==> config.mk <==
export PLATFORM = sky130hd
export DESIGN_NAME = tac_fsm
export DESIGN_NICKNAME = d
export VERILOG_FILES = /design/src/tac_pkg.sv /design/src/tac_fsm.sv /design/src/tac_lfsr.sv
export SDC_FILE = /design/constraint.sdc
export NUM_CORES = 1
export LEC_CHECK = 0
export BUFFER_PORTS_ARGS = -buffer_cell sky130_fd_sc_hd__buf_2
export CAP_MARGIN = 10
export CORE_ASPECT_RATIO = 0.7
export CORE_MARGIN = 2
export CORE_UTILIZATION = 52
export DETAILED_ROUTE_END_ITERATION = 16
export GPL_TIMING_DRIVEN = 1
export HOLD_SLACK_MARGIN = 0.12
export PLACE_DENSITY = 0.91
export RECOVER_POWER = 100
export SYNTH_ARGS = -nofsm -noshare
export SYNTH_HDL_FRONTEND = slang
export SYNTH_SLANG_ARGS = --single-unit
==> constraint.sdc <==
create_clock -name clk_in -period 3.7 [get_ports clk_in]
set_input_delay 1.11 -clock clk_in [delete_from_list [all_inputs] [get_ports clk_in]]
set_output_delay 1.11 -clock clk_in [all_outputs]
set_load 0.01 [all_outputs]
==> src/tac_pkg.sv <==
/*
 * tac_pkg: shared constants and carrier types of the tag anticollision command interpreter.
 * assumes a frame decoder upstream hands over whole, checksum-checked command frames.
 */
package tac_pkg;

    // first byte of the two-byte inventory commands
    localparam logic [7:0] TAC_CMD_INV_PREFIX   = 8'h06;
    // second byte selecting begin-inventory
    localparam logic [7:0] TAC_CMD_INV_BEGIN    = 8'h00;
    // second byte selecting slot-round
    localparam logic [7:0] TAC_CMD_INV_ROUND    = 8'h04;
    // fixed low nibble of the slot-poll byte
    localparam logic [3:0] TAC_POLL_LOW_NIBBLE  = 4'h6;
    localparam logic [7:0] TAC_CMD_CHOOSE       = 8'h0E;
    localparam logic [7:0] TAC_CMD_FINISH       = 8'h0F;
    localparam logic [7:0] TAC_CMD_BACK_TO_INV  = 8'h0C;

    // position of the slot draw inside the session identifier
    localparam int         TAC_SLOT_LSB         = 0;
    localparam int         TAC_SLOT_W           = 4;
    localparam logic [3:0] TAC_SLOT_ZERO        = 4'h0;

    localparam logic [7:0] TAC_ID_RESET         = 8'h00;
    localparam logic [7:0] TAC_LFSR_SEED        = 8'hA5;
    // lfsr feedback taps x^8+x^6+x^5+x^4+1
    localparam logic [7:0] TAC_LFSR_TAPS        = 8'hB8;

    typedef enum logic [4:0] {
        TAC_ST_READY       = 5'h01,
        TAC_ST_INVENTORY   = 5'h02,
        TAC_ST_SELECTED    = 5'h04,
        TAC_ST_DESELECTED  = 5'h08,
        TAC_ST_DEACTIVATED = 5'h10
    } tac_state_e;

    // one received frame: command, optional argument, checksum verdict
    typedef struct packed {
        logic [7:0] cmd;
        logic [7:0] arg;
        logic       crc_ok;
    } tac_frame_s;

endpackage : tac_pkg

==> src/tac_fsm.sv <==
/*
 * tac_fsm: command decoder and state machine for the anticollision and selection phase.
 * assumes frames arrive one per frame_valid_in pulse, already de-framed, with crc_ok set
 * by the upstream checker; reset_n_in is the field-loss reset.
 */
// Overview of operation
// - begin-inventory in Ready: go Inventory, draw new 8-bit id, reply with it
// - begin-inventory reply never depends on the slot draw
// - slot-round acted on only in Inventory, ignored elsewhere
// - slot-round replaces low four id bits with new random 0..15
// - slot draw held until next slot-round or begin-inventory or reset
// - after slot-round reply with id only if new slot is zero
// - slot-poll byte: low nibble six, high nibble index 1..15
// - slot-poll in Inventory: reply id on slot match, else silent
// - before choose only inventory commands accepted; choose enters Selected
// - choose with own id replies all eight id bits
// - Selected tag receiving choose with other id goes Deselected
// - finish in Selected enters Deactivated, decoding stops until reset
// - finish gives no reply; ignored outside Selected
// - back-to-inventory in Selected returns to Inventory
// - back-to-inventory gives no reply; ignored outside Selected
// - after reset start Ready, answer only begin-inventory
module tac_fsm (
    input  wire logic               clk_in,
    input  wire logic               reset_n_in,
    input  wire logic               frame_valid_in,
    input  wire tac_pkg::tac_frame_s frame_in,
    output logic                    reply_valid_out,
    output logic [7:0]              reply_data_out,
    output tac_pkg::tac_state_e     state_out,
    output logic [7:0]              session_tag_id_out
);

    tac_pkg::tac_state_e state_q;
    tac_pkg::tac_state_e state_d;
    logic [7:0]          session_tag_id_q;
    logic [7:0]          session_tag_id_d;
    logic                reply_valid_q;
    logic                reply_valid_d;
    logic [7:0]          reply_data_q;
    logic [7:0]          rnd;
    logic                ok;
    logic                is_begin;
    logic                is_round;
    logic                is_poll;
    logic [3:0]          poll_slot_field;
    logic [3:0]          new_slot;

    tac_lfsr u_lfsr (
        .clk_in     (clk_in),
        .reset_n_in (reset_n_in),
        .rnd_out    (rnd)
    );

    assign ok = frame_valid_in && frame_in.crc_ok;
    assign is_begin = frame_in.cmd == tac_pkg::TAC_CMD_INV_PREFIX
                      && frame_in.arg == tac_pkg::TAC_CMD_INV_BEGIN;
    assign is_round = frame_in.cmd == tac_pkg::TAC_CMD_INV_PREFIX
                      && frame_in.arg == tac_pkg::TAC_CMD_INV_ROUND;
    // poll byte decode, index zero belongs to slot-round
    assign poll_slot_field = frame_in.cmd[7:4];
    assign is_poll = frame_in.cmd[3:0] == tac_pkg::TAC_POLL_LOW_NIBBLE
                     && poll_slot_field != tac_pkg::TAC_SLOT_ZERO;
    assign new_slot = rnd[tac_pkg::TAC_SLOT_LSB +: tac_pkg::TAC_SLOT_W];

    always_comb begin
        state_d          = state_q;
        session_tag_id_d = session_tag_id_q;
        reply_valid_d    = 1'b0;
        if (ok) begin
            case (state_q)
                tac_pkg::TAC_ST_READY: begin
                    if (is_begin) begin
                        // fresh id and reply; slot not consulted
                        state_d          = tac_pkg::TAC_ST_INVENTORY;
                        session_tag_id_d = rnd;
                        reply_valid_d    = 1'b1;
                    end
                end
                tac_pkg::TAC_ST_INVENTORY,
                tac_pkg::TAC_ST_DESELECTED: begin
                    // round and poll only act in inventory
                    if (state_q == tac_pkg::TAC_ST_INVENTORY && is_round) begin
                        // low nibble redraw; reply only on slot zero
                        session_tag_id_d = {session_tag_id_q[7:4], new_slot};
                        reply_valid_d    = new_slot == tac_pkg::TAC_SLOT_ZERO;
                    end else if (state_q == tac_pkg::TAC_ST_INVENTORY && is_poll) begin
                        reply_valid_d = poll_slot_field == session_tag_id_q[3:0];
                    end else if (frame_in.cmd == tac_pkg::TAC_CMD_CHOOSE
                                 && frame_in.arg == session_tag_id_q) begin
                        state_d       = tac_pkg::TAC_ST_SELECTED;
                        reply_valid_d = 1'b1;
                    end
                end
                tac_pkg::TAC_ST_SELECTED: begin
                    if (frame_in.cmd == tac_pkg::TAC_CMD_CHOOSE) begin
                        if (frame_in.arg == session_tag_id_q) begin
                            reply_valid_d = 1'b1;
                        end else begin
                            state_d = tac_pkg::TAC_ST_DESELECTED;
                        end
                    end else if (frame_in.cmd == tac_pkg::TAC_CMD_FINISH) begin
                        state_d = tac_pkg::TAC_ST_DEACTIVATED;
                    end else if (frame_in.cmd == tac_pkg::TAC_CMD_BACK_TO_INV) begin
                        state_d = tac_pkg::TAC_ST_INVENTORY;
                    end
                end
                tac_pkg::TAC_ST_DEACTIVATED: begin
                    state_d = tac_pkg::TAC_ST_DEACTIVATED;
                end
                default: begin
                    state_d = tac_pkg::TAC_ST_READY;
                end
            endcase
        end
    end

    always_ff @(posedge clk_in) begin
        if (!reset_n_in) begin
            state_q <= tac_pkg::TAC_ST_READY;
        end else begin
            state_q <= state_d;
        end
    end

    // id only changes on draw commands
    always_ff @(posedge clk_in) begin
        if (!reset_n_in) begin
            session_tag_id_q <= tac_pkg::TAC_ID_RESET;
        end else begin
            session_tag_id_q <= session_tag_id_d;
        end
    end

    // reply carries the post-update id so a fresh draw is what goes out
    always_ff @(posedge clk_in) begin
        if (!reset_n_in) begin
            reply_valid_q <= 1'b0;
            reply_data_q  <= tac_pkg::TAC_ID_RESET;
        end else begin
            reply_valid_q <= reply_valid_d;
            if (reply_valid_d) begin
                reply_data_q <= session_tag_id_d;
            end
        end
    end

    assign reply_valid_out    = reply_valid_q;
    assign reply_data_out     = reply_data_q;
    assign state_out          = state_q;
    assign session_tag_id_out = session_tag_id_q;
endmodule // tac_fsm

==> src/tac_lfsr.sv <==
/*
 * tac_lfsr: free-running galois lfsr used as the random source.
 * assumes a synchronous active-low reset; advances on every clock.
 */
module tac_lfsr (
    input  wire logic       clk_in,
    input  wire logic       reset_n_in,
    output logic [7:0]      rnd_out
);

    logic [7:0] lfsr_q;

    always_ff @(posedge clk_in) begin
        if (!reset_n_in) begin
            lfsr_q <= tac_pkg::TAC_LFSR_SEED;
        end else if (lfsr_q[0]) begin
            lfsr_q <= (lfsr_q >> 1) ^ tac_pkg::TAC_LFSR_TAPS;
        end else begin
            lfsr_q <= lfsr_q >> 1;
        end
    end

    assign rnd_out = lfsr_q;

endmodule // tac_lfsr

## Word level (Yosys, flattened, before mapping)

Cells that the tools add are included.

- Output and inout bits: 22
- Register bits: 30

- Reductions and logical operators: 12
- Equality and inequality tests: 19
- Mux-type cells: 22
- Bitwise logic cells: 1

Operator list:

| cell | number |
|---|---|
| $mux W5 | 8 |
| $eq A8 B4 Y1 const B | 3 |
| $mux W8 | 3 |
| $pmux W5 S4 | 1 |
| $eq A8 B3 Y1 const B | 2 |
| $pmux W8 S2 | 1 |
| $eq A8 B8 Y1 | 1 |
| $logic_not A8 Y1 | 1 |
| $ne A2 B2 Y1 const B | 4 |
| $logic_and A1 B1 Y1 | 7 |
| $mux W1 | 7 |
| $reduce_and A7 Y1 | 1 |
| $eq A5 B1 Y1 const B | 1 |
| $eq A5 B2 Y1 const B | 1 |
| $eq A5 B3 Y1 const B | 1 |
| $eq A5 B4 Y1 const B | 1 |
| $eq A5 B5 Y1 const B | 1 |
| $eq A4 B3 Y1 const B | 1 |
| $eq A4 B4 Y1 | 1 |
| $logic_not A4 Y1 | 1 |
| $mux W4 | 1 |
| $ne A4 B4 Y1 const B | 1 |
| $not A3 Y4 | 1 |
| $reduce_bool A4 Y1 | 1 |
| other kinds (3) | 3 |

## Depth between registers and ports, before layout

Gate-level depths: netlist of run 1.

- Depth in word-level cells: 7
- Gate-level depth with buffers: 8
- Gate-level depth less buffers: 6

## Hierarchy

Synthesis of run 1 repeated with hierarchy kept, for this count alone.

- Cell total of the unflattened synthesis: 178
- Area, all modules: 1,630.3 sq um

By module, submodules not included:

| module | instances | area each (sq um) | cells each |
|---|---|---|---|
| tac_fsm | 1 | 1,396.3 | 159 |
| tac_lfsr | 1 | 234.0 | 19 |

## Worst setup path after synthesis of run 1

No wires, ideal clock.

- Path type: input port to flip-flop
- Start: input port frame_in[14] (netlist name)
- End: register reply_data_q[0] (netlist: reply_data_out[0])
- Data required time: 3.579 ns
- Stages: 6
- Arrival time: 2.934 ns
- Setup slack: 0.645 ns
- Cell sequence: nor4_4 or3b_1 or3_1 o311a_1 o21ai_4 mux2_2

- Longest elaborated chain between the ends: 7
- Elaborated cells on any way between the ends: 21

Ends and longest elaborated chain:

| element | RTL line | text |
|---|---|---|
| from (decl) | tac_fsm.sv:27 | `input wire tac_pkg::tac_frame_s frame_in,` |
| $eq A8 B4 Y1 or $reduce_bool A4 Y1 (tied branches) | tac_fsm.sv:89, tac_fsm.sv:96, tac_fsm.sv:63 |  |
| $logic_and A1 B1 Y1 (on tied branches) | tac_fsm.sv:90, tac_fsm.sv:63 |  |
| $mux W1 or $logic_and A1 B1 Y1 (tied branches) | tac_fsm.sv:89, tac_fsm.sv:87 |  |
| $mux W1 | tac_fsm.sv:87 | `end else if (state_q == tac_pkg::TAC_ST_INVENTORY && is_poll) begin` |
| $mux W1 | tac_fsm.sv:83 | `if (state_q == tac_pkg::TAC_ST_INVENTORY && is_round) begin` |
| $pmux W1 S3 | tac_fsm.sv:71 | `case (state_q)` |
| $mux W1 | tac_fsm.sv:70 | `if (ok) begin` |
| to (signal assigned) | tac_fsm.sv:139 | `reply_data_q <= tac_pkg::TAC_ID_RESET;` |
| to (signal assigned) | tac_fsm.sv:143 | `reply_data_q <= session_tag_id_d;` |
| to (decl) | tac_fsm.sv:40 | `logic [7:0] reply_data_q;` |

Parallel ways exist; a longest one is shown, timed or not.
A chain may end at the register's enable or synchronous reset.

## Worst setup path in the final report of run 1

- Start: input port frame_in[14] (netlist name)
- End: register reply_data_q[1] (netlist: reply_data_out[1])

Same word-level chain as after synthesis.

==> impl_metrics.csv, run 1 <==
group,metric,value,unit
status,status,"completed",
placed_design,gp_congestion,0.9203,
synth,syn_inst,176,
layout,fin_nets,235,
global_routing,grt_pass1_vias,1370,
power,peakVddDrop,0.0002254,V
sta,max-slew-margin-rel,22.07,%
synth,yosysTopAreaCellShare,37.71,%
cts,clock_sinks,30,
placed_design,hpwl,2.694,mm
sta,rsz0062_at_grt,"no",
layout,num_antenna_cells,0,
layout,area_growth,16.97,%
cts,clk_latency,0.28,ns
critical_path,slowest_stage,"nor4_4",
global_routing,track_usage,22.51,%
floorplan,core,2863,sq um
sta,hold_viol_final,0,
synth,synth_ff_type,"dfxtp_1",
critical_path,path_max_fanout,9,
cts,numCtsBuffers,5,
synth,synth_largest_area_cell,"dfxtp_1",
power,p_int,0.0005035,W
power,clockPowerShare,41.1,%
sta,fin_crit,3.219,ns
power,combinationalPowerShare,7.3,%
drt,drt_iter0_markers,156,
floorplan,die_w,70.15,microns
critical_path,path_cells,"clkbuf_1 -> nor4_4 -> or3b_1 -> or3_1 -> o311a_1 -> o21ai_4 -> mux2_1",
layout,post-route-util,65.08,%
floorplan,io_pins,42,
global_routing,grt_max_degree,35,
synth,seq_area_frac_synth,37.71,%
sta,period_share,87.01,%
critical_path,end_kind,"flop",
floorplan,die_y,50.31,microns
synth,synthesis.area,1593,sq um
layout,drive_above_1_share,14.81,%
synth,synthTopCellsByArea,"dfxtp_1 38%, xnor2_1 7.7%, mux2i_1 6.9%",
sta,slew_violations,0,
sta,worstMarginPinSlew,1.169,ns
drt,vias,1424,
layout,design_area,1863,sq um
synth,avgSynthCellArea,9.050,sq um
critical_path,cp-start-kind,"input port",
floorplan,rows,16,
critical_path,cp_data_arrival_time,3.37,ns
sta,setup_violations,0,
global_routing,grt_first_pass_wirelength,6.272,mm
drt,drcViolationCount,0,
synth,ys_async_sr_fraction,0,%
sta,fmax,310.6,MHz
synth,ys_seq_elements,30,
cts,post_cts_buffers,0,
drt,postRouteAntennaNets,0,
critical_path,crit_required,3.86,ns
cts,post_cts_resized,0,
global_routing,antenna_found_initial,0,
synth,yosysUniqueCellTypes,36,
power,p_sw_share,23.07,%
floorplan,start_util,55.64,%
sta,tns,0,ns
power,power_frac_seq,51.6,%
floorplan,dieArea,3529,sq um
cts,clockBufferDepth,2,
run,cap_violations,0,
cts,clk_pin_slew,0.06,ns
synth,synth_nets,196,
critical_path,crit_type,"in -> reg",
power,pwr_density_cell,351.3,nW/um^2
synth,synth_common_cells,"30 x dfxtp_1, 17 x nand2_1, 14 x xnor2_1",
drt,first_pass_iters,4,
sta,fin_skew,0.007304,ns
synth,post-synth-top-count-cell,"dfxtp_1",
cts,cts_root_buf,"clkbuf_8",
critical_path,max_stage_delay,0.47,ns
synth,ys_warn_count,0,
power,leakagePower,0.6882,nW
cts,cts_tree,"done",
synth,synth_edf_count,0,
drt,routed_via_density,5.651,
min_path,hold_class,"reg -> reg",
cts,postCtsHoldBufs,0,
drt,wl_per_cell,14.86,microns
power,totalPowerFinal,0.0006545,W
global_routing,gr-total-overflow,0,
placed_design,port-buffer-count,41,
drt,wl,3.744,mm
placed_design,placed_area,1813,sq um
power,power_switching,0.0001510,W
cts,htreeDepth,2,
[layout make-up]
cell class	instances	area [sq um]
Clock buffer	7	86.33
Clock inverter	1	5.005
Fill cell	239	999.7
Inverter	2	7.507
Multi-Input combinational cell	134	942.2
Sequential cell	30	600.6
Tap cell	36	45.04
Timing Repair Buffer	42	176.4
[per-layer routing]
metal	global-route usage (%)	routed length [microns]	up-vias
li1	-	-	696
met1	31.01	1727	642
met2	33.65	1622	78
met3	7.430	356	8
met4	6.731	38	0
met5	0	0	-
[placed cells by master (no fill, tap or decap), types with 5 or more instances in the layout]
cell	n
nor2_1	6
mux2i_1	11
buf_2	15
xnor2_1	14
mux2_2	7
and2_1	12
nor4_1	5
o21ai_0	7
dfxtp_1	30
clkbuf_8	6
nand3_1	6
nor2b_1	10
clkbuf_1	28
nand2_1	17
nand4_1	5
[worst paths after layout]
path	startpoint	slack (ns)	end	cells past startpoint
hold reg to reg	u_lfsr.rnd_out[7]	0.44	u_lfsr.rnd_out[6]	2
setup reg to reg	state_out[1]	1.42	reply_data_out[1]	6
hold / removal	u_lfsr.rnd_out[7]	0.44	u_lfsr.rnd_out[6]	2
setup / recovery	frame_in[14]	0.48	reply_data_out[1]	7
[worst max-delay path, delay by kind of cell]
| family | cells | cell delay, ns |
|---|---|---|
| buffers and inverters | 1 | 0.12 |
| AND/OR/NAND/NOR | 3 | 1.29 |
| AO/OA/AOI/OAI | 2 | 0.47 |
| multiplexers | 1 | 0.38 |
[power groups by stage]
stage,Sequential (W),Combinational (W),Clock [W]
after floorplan,0.000342,0.0000291,0
after global placement,0.000345,0.0000465,0
after detailed placement,0.000345,0.0000479,0
after CTS,0.000338,0.0000483,0.000274
after global routing,0.000339,0.0000522,0.000293
final,0.000338,0.0000478,0.000269
[per-stage QoR]
| stage | cells | setup WS [ns] | hold WS, ns |
|---|---|---|---|
| 4_1_cts | 252 | 0.5189 | 0.4380 |
| 3_3_place_gp | 244 | 0.3724 | 0.4149 |
| 2_1_floorplan | 176 | 0.6454 | 0.3998 |
| 6_report | 252 | 0.4806 | 0.4382 |
| 5_1_grt | 252 | 0.4020 | 0.4601 |
| 3_5_place_dp | 244 | 0.2692 | 0.4236 |
[sequential cells by signal (all words and copies together) (netlist names)]
name and flops:
session_tag_id_out 8, u_lfsr.rnd_out 8, state_out 5, reply_valid_out 1, reply_data_out 8
[cells by family after synthesis]
family | share of synthesized area (%)
flops | 37.71
compound gates | 8.249
simple gates | 29.30
mux | 12.57
buf+inv | 2.828
xor+xnor | 9.348
Power figures use the tool's default switching activity.
==> run 2, diff against run 1 <==
ABC_AREA = 1   (was default)
CORE_UTILIZATION = 54   (was 52)
PLACE_DENSITY = 0.92   (was 0.91)
==> run 2 against run 1 <==
  * Via count rose by 33%
  * Design area rose by 12%
  * First-iteration DRC count rose by 13%
  * Core utilization rose by 0.37 points
  * Clock skew fell by 0.0040 ns
  * Sequential share of layout area fell by 3.5 points
==> impl_metrics.csv, run 2 <==
group,metric,value,unit
status,status,"completed",
critical_path,r2r_cells,14,
sta,rsz0062_at_grt,"no",
cts,cts_root_buf,"clkbuf_8",
global_routing,antenna_found_initial,0,
critical_path,cp-start-kind,"input port",
synth,synth_ff_type,"dfxtp_1",
sta,max-slew-margin-rel,50.66,%
placed_design,port-buffer-count,41,
cts,numCtsBuffers,5,
placed_design,placed_area,2048,sq um
drt,drt_iter0_markers,177,
drt,drcViolationCount,0,
placed_design,gp_congestion,0.8830,
synth,synth_nets,322,
floorplan,dieArea,3889,sq um
sta,worstMarginPinSlew,0.7400,ns
layout,drive_above_1_share,15.27,%
drt,wl,4.269,mm
sta,whs,0.4398,ns
sta,setup_slack,0.9838,ns
floorplan,core,3191,sq um
power,power_switching,0.0003066,W
power,peakVddDrop,0.0003480,V
layout,area_growth,13.77,%
sta,fin_skew,0.003259,ns
critical_path,slowest_stage,"nand2_1",
global_routing,gr-total-overflow,0,
floorplan,die_y,52.78,microns
cts,post_cts_buffers,0,
power,p_int,0.0005668,W
synth,synth_common_cells,"85 x nand2_1, 53 x inv_1, 50 x nor2_1",
global_routing,use_met2,36.01,%
drt,vias,1898,
critical_path,crit_type,"in -> reg",
power,leakagePower,1.075,nW
synth,yosysUniqueCellTypes,24,
global_routing,grt_max_degree,20,
critical_path,max_stage_delay,0.32,ns
synth,ys_warn_count,0,
layout,final_cell_mix,"88 x nand2_1, 53 x inv_1, 53 x nor2_1, 30 x dfxtp_1, 24 x clkbuf_1",
sta,period_share,73.41,%
floorplan,io_pins,42,
global_routing,grt_busiest_layer,"met2",
drt,routed_via_density,4.930,
placed_design,hpwl,3.286,mm
power,p_sw_share,35.11,%
power,totalPowerFinal,0.0008735,W
critical_path,setup.worst_path.end,"reply_data_out[5]",
sta,tns,0,ns
critical_path,startpoint,"frame_in[14]",
floorplan,rows,17,
global_routing,grt_pass1_vias,1588,
critical_path,critical_path.most_common_cell,"nand2_1",
global_routing,grt_first_pass_wirelength,6.789,mm
critical_path,crit_required,3.92,ns
critical_path,cp_data_arrival_time,2.94,ns
cts,clockBufferDepth,2,
cts,clock_sinks,30,
drt,postRouteAntennaNets,0,
critical_path,end_kind,"flop",
critical_path,timing.rr.start,"state_out[1]",
global_routing,use_met1,31.73,%
power,power_frac_seq,42.4,%
sta,fmax,368.2,MHz
global_routing,grtUsageMet3,6.538,%
run,cap_violations,0,
floorplan,start_util,57.53,%
layout,fin_nets,366,
synth,avgSynthCellArea,6.078,sq um
synth,synthTopCellsByArea,"dfxtp_1 33%, nand2_1 17%, inv_1 11%",
synth,yosysTopAreaCellShare,32.72,%
cts,htreeDepth,2,
sta,fin_crit,2.716,ns
synth,synth_largest_area_cell,"dfxtp_1",
power,pwr_density_cell,418.3,nW/um^2
layout,fillers,302,
sta,slew_violations,0,
synth,syn_inst,302,
global_routing,track_usage,23.53,%
cts,post_cts_resized,0,
critical_path,path_delay_family,"simple AND/OR/NAND/NOR gates",
min_path,hold_class,"reg -> reg",
synth,ys_async_sr_fraction,0,%
critical_path,r2r-end,"reply_data_out[5]",
synth,seq_area_frac_synth,32.72,%
critical_path,path_max_fanout,15,
layout,num_antenna_cells,0,
cts,postCtsHoldBufs,0,
power,combinationalPowerShare,26.3,%
critical_path,path_buf_inv,2,
cts,clk_latency,0.28,ns
drt,first_pass_iters,4,
synth,synthesis.area,1836,sq um
layout,mostFrequentLayoutCell,"nand2_1",
drt,wl_per_cell,11.09,microns
placed_design,pre_cts_ws,1.145,ns
floorplan,die_w,73.69,microns
synth,synth_edf_count,0,
cts,cts_tree,"done",
critical_path,reg2reg_slack,1.71,ns
sta,setup_violations,0,
synth,post-synth-top-count-cell,"nand2_1",
synth,ys_seq_elements,30,
critical_path,path_depth,14,
cts,clk_pin_slew,0.06,ns
power,clockPowerShare,31.3,%
layout,design_area,2088,sq um
sta,hold_viol_final,0,
critical_path,path_cells,"buf_2 -> nor2_2 -> nand2_1 -> nor2_1 -> nand3_1 -> nand2_1 -> inv_1 -> nand2_1 -> nand2_1 -> nand2_1 -> nand2_1 -> nand2_1 -> nand2_1 -> nor2_1",
run 2: cell count changes after synthesis, sizes merged, moves of 10 or more:
cell and delta:
nand2 +77, nor2 +61, inv +54, xnor2 -14, and2 -13, nand3 +12, a21oi +11, mux2i -11
nor2b -10
run 2: cell families after synthesis:
family	Yosys count	share of synthesized area, %
AO/OA/AOI/OAI	26	7.635
AND/OR/NAND/NOR	183	44.58
buffers and inverters	60	13.63
flip-flops	30	32.72
XOR/XNOR	3	1.432
run 2: how the worst min path moves through the flow:
stage | cells after the start | start | end | slack (ns)
floorplan | 2 | u_lfsr.rnd_out[7] | u_lfsr.rnd_out[6] | 0.41
global placement | 2 | u_lfsr.rnd_out[7] | u_lfsr.rnd_out[6] | 0.41
detailed placement | 2 | u_lfsr.rnd_out[7] | u_lfsr.rnd_out[6] | 0.44
CTS | 2 | u_lfsr.rnd_out[2] | u_lfsr.rnd_out[1] | 0.45
global route | 2 | u_lfsr.rnd_out[2] | u_lfsr.rnd_out[1] | 0.50
finish | 2 | u_lfsr.rnd_out[7] | u_lfsr.rnd_out[6] | 0.44
run 2: power groups by stage:
stage | registers, W | logic [W] | clock network (W)
CTS | 0.000369 | 0.000236 | 0.000278
floorplan | 0.000379 | 0.000169 | 0
finish | 0.000370 | 0.000230 | 0.000274
detailed placement | 0.000376 | 0.000234 | 0
global route | 0.000374 | 0.000260 | 0.000291
global placement | 0.000376 | 0.000229 | 0
run 2: metrics by stage:
| step | std cells | util (%) |
|---|---|---|
| finish | 385 | 65.45 |
| global route | 385 | 65.45 |
| CTS | 385 | 67.18 |
| detailed placement | 377 | 64.20 |
| global placement | 377 | 64.20 |
| floorplan | 302 | - |
run 2: per-layer routing:
metal	vias to the layer above	wire length [microns]
met5	-	0
met3	6	421
li1	986	-
met1	814	1961
met2	92	1842
met4	0	43
run 2: layout make-up:
class	instances	area, sq um	area share, %
clock buffers	6	82.58	3.954
clock inverters	2	12.51	0.5992
inverters	56	210.2	10.07
multi-input cells	212	959.7	45.96
flip-flops and latches	30	600.6	28.76
well taps	38	47.55	2.277
repair buffers	41	175.2	8.388
run 2: worst register-to-register path, cell delays in order (launching register included):
cell and delay [ns]:
dfxtp_1 0.39, inv_2 0.08, nor2_2 0.11, nand3_2 0.12, nor2_2 0.17, nand2_1 0.06
nand2_1 0.06, inv_1 0.04, nand2_1 0.08, nand2_1 0.07, nand2_1 0.10, nand2_1 0.32
nand2_1 0.16, nand2_1 0.07, nor2_1 0.12
